[src/hw/css_pkg.sv]
// Contract
// - clock-source fuses 0110 or 0111 select the low-frequency watch crystal.
// - crystal reset delay by startup fuses: 00 4 CK, 01 +4.1 ms, 10 +65 ms.
// - crystal wake delay is 1K CK fast or 32K CK stable.
// - clock-source fuses 0010 select the internal 8 MHz RC oscillator.
// - during reset the factory calibration byte loads into the RC trim register.
// - software may overwrite the RC trim register at run time.
// - reset time-out is timed from the watchdog oscillator regardless of source.
// - RC source waits 6 CK on wake; reset 14CK, +4.1 ms or +65 ms.
// - reset-pin-disable fuse stretches the shortest internal reset delay to 14CK + 4.1 ms.
// - shipped fuses have divide-by-eight programmed and RC startup code 10.
// - programmed divide-by-eight fuse divides the internal clock by 8.
// - clock-source fuses 0011 select the 128 kHz internal oscillator.
// - 128 kHz source waits 6 CK on wake; reset 14CK, +4 ms or +64 ms.
package css_pkg;

   // watchdog oscillator rate and documented times
   localparam int unsigned     WDT_HZ     = 128_000;
   localparam longint unsigned US_PER_S   = 64'd1_000_000;
   localparam int unsigned     T_4P1MS_US = 4100;
   localparam int unsigned     T_65MS_US  = 65000;
   localparam int unsigned     T_4MS_US   = 4000;
   localparam int unsigned     T_64MS_US  = 64000;

   // least times in watchdog ticks, rounded up
   localparam int unsigned TICKS_4P1MS = int'((64'(T_4P1MS_US) * WDT_HZ + US_PER_S - 64'd1) / US_PER_S);
   localparam int unsigned TICKS_65MS  = int'((64'(T_65MS_US) * WDT_HZ + US_PER_S - 64'd1) / US_PER_S);
   localparam int unsigned TICKS_4MS   = int'((64'(T_4MS_US) * WDT_HZ + US_PER_S - 64'd1) / US_PER_S);
   localparam int unsigned TICKS_64MS  = int'((64'(T_64MS_US) * WDT_HZ + US_PER_S - 64'd1) / US_PER_S);

   // cycle counts of the selected clock
   localparam logic [15:0] CK_LF_RESET   = 16'h0004;
   localparam logic [15:0] CK_INT_RESET  = 16'h000E;
   localparam logic [15:0] CK_INT_WAKE   = 16'h0006;
   localparam logic [15:0] CK_LF_WAKE    = 16'h0400;
   localparam int unsigned CK_LF_STABLE  = 32768;

   // clock-source and startup fuse codes
   localparam logic [3:0] SRCF_LF_FAST   = 4'h6;
   localparam logic [3:0] SRCF_LF_STABLE = 4'h7;
   localparam logic [3:0] SRCF_RC        = 4'h2;
   localparam logic [3:0] SRCF_128K      = 4'h3;
   localparam logic [1:0] SUT_SHORT      = 2'h0;
   localparam logic [1:0] SUT_MID        = 2'h1;
   localparam logic [1:0] SUT_LONG       = 2'h2;
   localparam logic [1:0] SUT_RESERVED   = 2'h3;

   // fuse word after reset: divide-by-eight on, startup 10, RC source
   localparam logic [7:0] FUSE_SHIPPED   = 8'h62;

   // one-hot source select outputs
   localparam logic [2:0] SRC_LF   = 3'h1;
   localparam logic [2:0] SRC_RC   = 3'h2;
   localparam logic [2:0] SRC_128K = 3'h4;

   // register byte offsets
   localparam logic [7:0] OFS_FUSE    = 8'h00;
   localparam logic [7:0] OFS_TRIM    = 8'h04;
   localparam logic [7:0] OFS_STATUS  = 8'h08;
   localparam logic [7:0] OFS_CONTROL = 8'h0C;
   localparam int unsigned CTRL_RESTART_BIT = 0;

   // bus answers
   localparam logic [1:0] RESP_OKAY   = 2'h0;
   localparam logic [1:0] RESP_SLVERR = 2'h2;

   // fuse word layout
   typedef struct packed {
      logic       resetPinDisableFuse;
      logic       divideByEightFuse;
      logic [1:0] startupDelayFuses;
      logic [3:0] clockSourceFuses;
   } css_fuse_t;

   // delay targets: selected-clock cycles and watchdog ticks
   typedef struct packed {
      logic [15:0] ckCount;
      logic [15:0] tickCount;
   } css_delay_t;

   typedef enum logic [2:0] {
      ST_RESET_WAIT = 3'b001,
      ST_RUN        = 3'b010,
      ST_WAKE_WAIT  = 3'b100
   } css_state_t;

endpackage : css_pkg

[src/hw/css_pin_sync.sv]
`timescale 1ns/10ps
module css_pin_sync
   import css_pkg::*;
(
   // clock and reset
   input  wire logic clock,
   input  wire logic rst_n,
   // asynchronous pin and its clean level
   input  wire logic pinIn,
   output logic      level
);

   logic [2:0] stage;

   // three-stage shift from the pin
   always_ff @(posedge clock) begin
      if (!rst_n) begin
         stage <= 3'h0;
      end else begin
         stage <= {stage[1:0], pinIn};
      end
   end

   // change accepted once stages two and three agree
   always_ff @(posedge clock) begin
      if (!rst_n) begin
         level <= 1'b0;
      end else if (stage[1] == stage[2]) begin
         level <= stage[2];
      end
   end

endmodule : css_pin_sync

[src/hw/css_startup_timer.sv]
`timescale 1ns/10ps
module css_startup_timer
   import css_pkg::*;
(
   // clock and reset
   input  wire logic       clock,
   input  wire logic       rst_n,
   // start with targets, watchdog tick
   input  wire logic       start,
   input  wire css_delay_t target,
   input  wire logic       tickRise,
   // progress
   output logic            busy,
   output logic            donePulse
);

   css_delay_t goal;
   logic [15:0] ckCnt;
   logic [15:0] tickCnt;
   logic        finished;

   assign finished = (ckCnt >= goal.ckCount) && (tickCnt >= goal.tickCount);

   // both counters run together; cycles on clock, time on ticks
   always_ff @(posedge clock) begin
      if (!rst_n) begin
         goal    <= '0;
         ckCnt   <= 16'h0000;
         tickCnt <= 16'h0000;
      end else if (start) begin
         goal    <= target;
         ckCnt   <= 16'h0000;
         tickCnt <= 16'h0000;
      end else if (busy) begin
         if (ckCnt < goal.ckCount) ckCnt <= ckCnt + 16'h0001;
         if (tickRise && tickCnt < goal.tickCount) tickCnt <= tickCnt + 16'h0001;
      end
   end

   // busy from start until both counts are reached
   always_ff @(posedge clock) begin
      if (!rst_n) begin
         busy      <= 1'b0;
         donePulse <= 1'b0;
      end else begin
         donePulse <= 1'b0;
         if (start) begin
            busy <= 1'b1;
         end else if (busy && finished) begin
            busy      <= 1'b0;
            donePulse <= 1'b1;
         end
      end
   end

endmodule : css_startup_timer

[src/hw/css_clock_select.sv]
// Decided for this implementation: the AXI4-Lite slave port and the placing of the registers.
`timescale 1ns/10ps
module css_clock_select
   import css_pkg::*;
#(
   parameter int unsigned LF_STABLE_CK = CK_LF_STABLE,
   parameter int unsigned TICKS_65MS_P = TICKS_65MS,
   parameter int unsigned TICKS_64MS_P = TICKS_64MS
) (
   // clock and reset
   input  wire logic       clock,
   input  wire logic       rst_n,
   // axi4-lite write address
   input  wire logic [7:0] awaddr,
   input  wire logic       awvalid,
   output logic            awready,
   // axi4-lite write data
   input  wire logic [31:0] wdata,
   input  wire logic [3:0] wstrb,
   input  wire logic       wvalid,
   output logic            wready,
   // axi4-lite write response
   output logic            bvalid,
   output logic [1:0]      bresp,
   input  wire logic       bready,
   // axi4-lite read
   input  wire logic [7:0] araddr,
   input  wire logic       arvalid,
   output logic            arready,
   output logic [31:0]     rdata,
   output logic [1:0]      rresp,
   output logic            rvalid,
   input  wire logic       rready,
   // calibration, watchdog oscillator, sleep controller
   input  wire logic [7:0] calByte,
   input  wire logic       wdtOsc,
   input  wire logic       wakeReq,
   // clock system outputs
   output logic            sysReset_n,
   output logic            wakeDone,
   output logic [2:0]      srcSel,
   output logic            div8En,
   output logic            cfgInvalid,
   output logic [7:0]      rc_trim_register
);

   css_state_t state;
   css_fuse_t  fuseWord;
   css_fuse_t  activeCfg;
   css_delay_t delayTarget;
   logic       kick;
   logic       pendWake;
   logic       restartReq;
   logic       timerBusy;
   logic       timerDone;
   logic       wdtLevel;
   logic       wdtLevelQ;
   logic       tickRise;
   logic       awHave;
   logic       wHave;
   logic [7:0] awAddrQ;
   logic [31:0] wDataQ;
   logic [3:0] wStrbQ;
   logic       doWrite;
   logic       next_awHave;
   logic       next_wHave;
   logic       addrHit;
   logic [31:0] readWord;
   logic       readHit;

   // delay targets for a fuse word, reset or wake
   function automatic css_delay_t delay_for(input css_fuse_t f, input logic wake);
      css_delay_t d;
      logic       isLf;
      logic       is128;
      isLf  = (f.clockSourceFuses == SRCF_LF_FAST) || (f.clockSourceFuses == SRCF_LF_STABLE);
      is128 = (f.clockSourceFuses == SRCF_128K);
      d     = '0;
      if (wake) begin
         if (isLf) begin
            d.ckCount = f.clockSourceFuses[0] ? 16'(LF_STABLE_CK) : CK_LF_WAKE;
         end else begin
            d.ckCount = CK_INT_WAKE;
         end
      end else begin
         d.ckCount = isLf ? CK_LF_RESET : CK_INT_RESET;
         case (f.startupDelayFuses)
            SUT_SHORT: begin
               if (!isLf && f.resetPinDisableFuse) d.tickCount = 16'(TICKS_4P1MS);
            end
            SUT_MID: begin
               d.tickCount = is128 ? 16'(TICKS_4MS) : 16'(TICKS_4P1MS);
            end
            default: begin
               d.tickCount = is128 ? 16'(TICKS_64MS_P) : 16'(TICKS_65MS_P);
            end
         endcase
      end
      return d;
   endfunction : delay_for

   // watchdog oscillator pin, cleaned and edge-detected
   css_pin_sync u_wdt_sync (
      .clock (clock),
      .rst_n (rst_n),
      .pinIn (wdtOsc),
      .level (wdtLevel)
   );

   always_ff @(posedge clock) begin
      if (!rst_n) begin
         wdtLevelQ <= 1'b0;
      end else begin
         wdtLevelQ <= wdtLevel;
      end
   end

   assign tickRise = wdtLevel & ~wdtLevelQ;

   // delay counter shared by reset and wake
   assign delayTarget = delay_for(kick && !pendWake ? fuseWord : activeCfg, pendWake);

   css_startup_timer u_timer (
      .clock     (clock),
      .rst_n     (rst_n),
      .start     (kick),
      .target    (delayTarget),
      .tickRise  (tickRise),
      .busy      (timerBusy),
      .donePulse (timerDone)
   );

   // sequencing of reset hold and wake hold
   always_ff @(posedge clock) begin
      if (!rst_n) begin
         state      <= ST_RESET_WAIT;
         kick       <= 1'b1;
         pendWake   <= 1'b0;
         sysReset_n <= 1'b0;
         wakeDone   <= 1'b0;
      end else begin
         kick     <= 1'b0;
         wakeDone <= 1'b0;
         case (state)
            ST_RESET_WAIT: begin
               if (timerDone) begin
                  state      <= ST_RUN;
                  sysReset_n <= 1'b1;
               end
            end
            ST_RUN: begin
               if (restartReq) begin
                  state      <= ST_RESET_WAIT;
                  kick       <= 1'b1;
                  pendWake   <= 1'b0;
                  sysReset_n <= 1'b0;
               end else if (wakeReq) begin
                  state    <= ST_WAKE_WAIT;
                  kick     <= 1'b1;
                  pendWake <= 1'b1;
               end
            end
            ST_WAKE_WAIT: begin
               if (timerDone) begin
                  state    <= ST_RUN;
                  pendWake <= 1'b0;
                  wakeDone <= 1'b1;
               end
            end
            default: begin
               state      <= ST_RESET_WAIT;
               kick       <= 1'b1;
               pendWake   <= 1'b0;
               sysReset_n <= 1'b0;
            end
         endcase
      end
   end

   // configuration taken at the start of each reset hold
   always_ff @(posedge clock) begin
      if (!rst_n) begin
         activeCfg <= css_fuse_t'(FUSE_SHIPPED);
      end else if (kick && !pendWake) begin
         activeCfg <= fuseWord;
      end
   end

   // source decode and divider from the active configuration
   always_ff @(posedge clock) begin
      if (!rst_n) begin
         srcSel     <= SRC_RC;
         div8En     <= 1'b1;
         cfgInvalid <= 1'b0;
      end else begin
         case (activeCfg.clockSourceFuses)
            SRCF_LF_FAST, SRCF_LF_STABLE: srcSel <= SRC_LF;
            SRCF_128K: srcSel <= SRC_128K;
            default: srcSel <= SRC_RC;
         endcase
         div8En     <= activeCfg.divideByEightFuse;
         cfgInvalid <= (activeCfg.startupDelayFuses == SUT_RESERVED) ||
                       !((activeCfg.clockSourceFuses == SRCF_LF_FAST) ||
                         (activeCfg.clockSourceFuses == SRCF_LF_STABLE) ||
                         (activeCfg.clockSourceFuses == SRCF_RC) ||
                         (activeCfg.clockSourceFuses == SRCF_128K));
      end
   end

   // write channel capture, either order
   assign doWrite     = awHave & wHave & ~bvalid;
   assign next_awHave = (awHave & ~doWrite) | (awvalid & awready);
   assign next_wHave  = (wHave & ~doWrite) | (wvalid & wready);

   always_ff @(posedge clock) begin
      if (!rst_n) begin
         awHave  <= 1'b0;
         wHave   <= 1'b0;
         awready <= 1'b1;
         wready  <= 1'b1;
         awAddrQ <= 8'h00;
         wDataQ  <= 32'h0000_0000;
         wStrbQ  <= 4'h0;
      end else begin
         awHave  <= next_awHave;
         wHave   <= next_wHave;
         awready <= ~next_awHave;
         wready  <= ~next_wHave;
         if (awvalid && awready) awAddrQ <= awaddr;
         if (wvalid && wready) begin
            wDataQ <= wdata;
            wStrbQ <= wstrb;
         end
      end
   end

   assign addrHit = (awAddrQ == OFS_FUSE) || (awAddrQ == OFS_TRIM) ||
                    (awAddrQ == OFS_STATUS) || (awAddrQ == OFS_CONTROL);

   // write response
   always_ff @(posedge clock) begin
      if (!rst_n) begin
         bvalid <= 1'b0;
         bresp  <= RESP_OKAY;
      end else if (doWrite) begin
         bvalid <= 1'b1;
         bresp  <= addrHit ? RESP_OKAY : RESP_SLVERR;
      end else if (bvalid && bready) begin
         bvalid <= 1'b0;
      end
   end

   // fuse word, programmed by software, used at next reset hold
   always_ff @(posedge clock) begin
      if (!rst_n) begin
         fuseWord <= css_fuse_t'(FUSE_SHIPPED);
      end else if (doWrite && awAddrQ == OFS_FUSE && wStrbQ[0]) begin
         fuseWord <= css_fuse_t'(wDataQ[7:0]);
      end
   end

   // trim: factory byte during reset, software afterwards
   always_ff @(posedge clock) begin
      if (!rst_n) begin
         rc_trim_register <= calByte;
      end else if (doWrite && awAddrQ == OFS_TRIM && wStrbQ[0]) begin
         rc_trim_register <= wDataQ[7:0];
      end
   end

   // restart request, one cycle
   always_ff @(posedge clock) begin
      if (!rst_n) begin
         restartReq <= 1'b0;
      end else begin
         restartReq <= doWrite && awAddrQ == OFS_CONTROL && wStrbQ[0] && wDataQ[CTRL_RESTART_BIT];
      end
   end

   // read decode
   always_comb begin
      readWord = 32'h0000_0000;
      readHit  = 1'b1;
      case (araddr)
         OFS_FUSE:    readWord[7:0] = fuseWord;
         OFS_TRIM:    readWord[7:0] = rc_trim_register;
         OFS_STATUS:  readWord[8:0] = {pendWake, sysReset_n, timerBusy, cfgInvalid, div8En, state != ST_RUN, srcSel};
         OFS_CONTROL: readWord     = 32'h0000_0000;
         default:     readHit      = 1'b0;
      endcase
   end

   // read channel, one answer outstanding
   always_ff @(posedge clock) begin
      if (!rst_n) begin
         arready <= 1'b1;
         rvalid  <= 1'b0;
         rdata   <= 32'h0000_0000;
         rresp   <= RESP_OKAY;
      end else if (arvalid && arready) begin
         arready <= 1'b0;
         rvalid  <= 1'b1;
         rdata   <= readWord;
         rresp   <= readHit ? RESP_OKAY : RESP_SLVERR;
      end else if (rvalid && rready) begin
         arready <= 1'b1;
         rvalid  <= 1'b0;
      end
   end

endmodule : css_clock_select

[config.mk]
export PLATFORM = sky130hd
export DESIGN_NAME = css_clock_select
export DESIGN_NICKNAME = d
export VERILOG_FILES = /design/src/hw/css_pkg.sv /design/src/hw/css_pin_sync.sv /design/src/hw/css_startup_timer.sv /design/src/hw/css_clock_select.sv
export SDC_FILE = /design/constraint.sdc
export NUM_CORES = 1
export LEC_CHECK = 0
export ABC_AREA = 1
export BUFFER_PORTS_ARGS = -buffer_cell sky130_fd_sc_hd__buf_4
export CORE_MARGIN = 1.5
export CORE_UTILIZATION = 57
export DETAILED_ROUTE_END_ITERATION = 10
export HOLD_SLACK_MARGIN = 0.02
export PLACE_DENSITY = 0.79
export RECOVER_POWER = 50
export SYNTH_ARGS = -nofsm -noshare
export SYNTH_HDL_FRONTEND = slang
export SYNTH_HIERARCHICAL = 1
export SYNTH_SLANG_ARGS = --single-unit
[constraint.sdc]
create_clock -name clock -period 2.29 [get_ports clock]
set_input_delay 0.1145 -clock clock [delete_from_list [all_inputs] [get_ports clock]]
set_output_delay 0.1145 -clock clock [all_outputs]
set_load 0.03 [all_outputs]
==> results.sh <==
export IMPL_setup_viol=0
export IMPL_ys_top_cells_by_area="dfxtp_1 (37%), nand2_1 (9.3%), inv_1 (5.9%)"
export IMPL_area_growth_pct=19.5
export IMPL_async_reset_ff_share_pct=0
export IMPL_fin_area_um2=8730
export IMPL_rows=41
export IMPL_cts_tree="built"
export IMPL_synth_most_common_cell="nand2_1"
export IMPL_n_antenna_cell=0
export IMPL_slowest_stage="clkbuf_1"
export IMPL_layout_cells_non_filler=1273
export IMPL_cp_buffers_inverters=4
export IMPL_leakage_nw=3.70
export IMPL_period_share_pct=88.5
export IMPL_cts_buffers=17
export IMPL_ys_warn_count=6
export IMPL_crit_family="buffers and inverters"
export IMPL_hold_depth=4
export IMPL_fp_dieArea_um2=13500
export IMPL_worst_pin_slew_ps=1240
export IMPL_synth_cell_types=45
export IMPL_synth_avg_cell_area_um2=7.59
export IMPL_start_kind="primary input"
export IMPL_fmax_mhz=493
export IMPL_path_cells="dlygate4sd3_1 -> buf_4 -> clkinv_1 -> clkbuf_1 -> nand2_1 -> nand2_1"
export IMPL_vias=6331
export IMPL_fin_worst_skew_ps=8.69
export IMPL_maxSlewViolCount=0
export IMPL_drcViolationCount=0
export IMPL_first_global_vias=5793
export IMPL_drive_above_1_share_pct=15.0
export IMPL_timing_rr_end="u_timer/tickCnt[1]"
export IMPL_dp_final_hpwl_mm=10.6
export IMPL_cts_htree_levels=4
export IMPL_die_h_um=116
export IMPL_synth_top_area_cell="dfxtp_1"
export IMPL_synth_top_area_share_pct=37.0
export IMPL_min_from="awvalid"
export IMPL_clockBufferDepth=2
export IMPL_overflow=0
export IMPL_wire_per_inst_um=12.3
export IMPL_netlist_top_cells_count="nand2_1 (181), dfxtp_1 (135), inv_1 (115)"
export IMPL_finalHoldViolations=0
export IMPL_ff2ff_setup_slack_ps=330
export IMPL_max_stage_delay_ps=930
export IMPL_io_pins=125
export IMPL_min_to="awAddrQ[0]"
export IMPL_routed_top_layer="met4"
export IMPL_synthFlopType="dfxtp_1"
export IMPL_arrival_ps=2310
export IMPL_antenna_found_initial=0
export IMPL_drt_iter0_drc=416
export IMPL_postRouteAntennaNets=0
export IMPL_ys_seq_elements=143
export IMPL_rsz0062_at_grt="false"
export IMPL_pre_cts_ws_ps=344
export IMPL_cts_root_buffer="clkbuf_16"
export IMPL_outcome="finished, final reports clean"
export IMPL_cts_setup_buffers=0
export IMPL_yosysSeqAreaShare_pct=40.3
export IMPL_portBuffers=72
export IMPL_wl_mm=15.6
export IMPL_die_x_um=116
export IMPL_worstReg2RegStart="u_timer/tickCnt[11]"
export IMPL_maxCapViolCount=0
export IMPL_place_inst=1208
export IMPL_vdd_drop_max_mv=0.586
export IMPL_period_minus_slack_ps=2030
export IMPL_wl_met1_mm=6.88
export IMPL_via_per_inst=4.97
export IMPL_crit_fanout=29
export IMPL_syn_area_um2=7300
export IMPL_rr_worst_depth=8
export IMPL_gr_usage_all_layers_pct=24.9
export IMPL_gp_congestion=0.891
export IMPL_slew_headroom_pct=17.6
export IMPL_clock_sink_count=143
export IMPL_cp_end_kind="register"
export IMPL_coreArea_um2=12600
export IMPL_dr_pass1_iters=5
export IMPL_nets=1191
export IMPL_clk_latency_ps=420
export IMPL_fin_setup_tns_ps=0
export IMPL_crit_type="in2reg"
export IMPL_path_common_cell="nand2_1"
export IMPL_synth_edf_count=8
export IMPL_required_ps=2570
export IMPL_path_clk_slew_ps=60
export IMPL_grt_pass1_wl_mm=26.4
export IMPL_start_util_pct=58.1
export IMPL_placed_area_um2=7940
export IMPL_fin_ws_ps=264
export IMPL_wl_met3_um=723
export IMPL_synthCells=962
export IMPL_wl_met2_mm=7.73
export IMPL_hp_class="in2reg"
export IMPL_grt_max_degree=44
export IMPL_powerDensity_nw_per_um2=720
## layout make-up
cell class              count  area, um2
fillers                  1065       3840
flip-flops and latches    143       2940
inverters                 127        484
multi-input cells         683       3670
repair buffers            116        825
clock buffers              19        464
well taps                 172        215
clock inverters            13        124
## logic make-up (layout without fill, tap and decap cells)
group	count (synthesis)	in the layout	synth area share [%]
flops	143	143	40.3
buf+inv	181	275	11.7
fa+ha+maj	34	34	5.83
xor+xnor	26	26	3.12
other cells	1	46	0.0514
simple gates	392	392	24.4
compound gates	185	185	14.6
## state kept, by name (all words and copies together), names as in the netlist, 3 cells and up
register,flops
rc_trim_register,8
activeCfg,8
u_timer/ckCnt,16
state,3
u_timer/goal,32
srcSel,3
u_wdt_sync/stage,3
awAddrQ,8
u_timer/tickCnt,16
fuseWord,8
wDataQ,8
rdata,9
## per-layer routing
| layer | vias up | GRT usage, % |
|---|---|---|
| met5 | - | 0 |
| met4 | 0 | 9.19 |
| met3 | 25 | 6.12 |
| met1 | 2875 | 30.6 |
| li1 | 3281 | - |
| met2 | 150 | 42.4 |
## where the power goes
| part | switching, mW | total (mW) | internal, mW |
|---|---|---|---|
| Clock | 1.12 | 2.73 | 1.61 |
| Combinational | 0.551 | 0.818 | 0.267 |
| Sequential | 0.0757 | 2.73 | 2.65 |
## cells in the final DEF (no fill, tap or decap), drive strengths merged, types with 5 or more instances in the layout
master,count
ha,34
inv,130
clkinv,8
nor2,86
xnor2,5
edfxtp,8
nand2,214
conb,46
dlygate4sd3,33
clkbuf,54
nand4,9
buf,48
nand3,58
nor3,20
a21oi,100
dfxtp,135
xor2,21
o21ai,78
## timing repair
action	in CTS	in global routing
gates resized for setup	0	0
hold buffers	33	0
endpoints found under the hold margin	34	0
## per-stage QoR
stage / utilization, % / hold WS [ps] / total power, mW
after detailed placement: 63.1 / 303 / 3.57
after global routing: 69.4 / 219 / 6.55
after CTS: 70.5 / 163 / 6.33
final: 69.4 / 181 / 6.28
after global placement: 63.1 / 297 / 3.54
after floorplan: - / 208 / 3.39
## worst max path at each step
| stage | from | endpoint | depth (start not counted) |
|---|---|---|---|
| final | rst_n | rc_trim_register[6] | 6 |
| after floorplan | bvalid | rc_trim_register[0] | 5 |
| after global routing | rst_n | rc_trim_register[0] | 5 |
| after CTS | u_timer/tickCnt[11] | u_timer/tickCnt[2] | 8 |
| after global placement | u_timer/ckCnt[5] | u_timer/ckCnt[5] | 11 |
| after detailed placement | u_timer/ckCnt[5] | u_timer/ckCnt[5] | 11 |
## worst reg2reg max path: stages, from the launching register on
cell	delay, ps
dfxtp_1	450
ha_1	320
a21oi_2	170
nand2_2	80
a21oi_4	180
nand3b_4	250
inv_6	240
nand2_1	70
a21oi_1	130
Power figures use the tool's default switching activity.
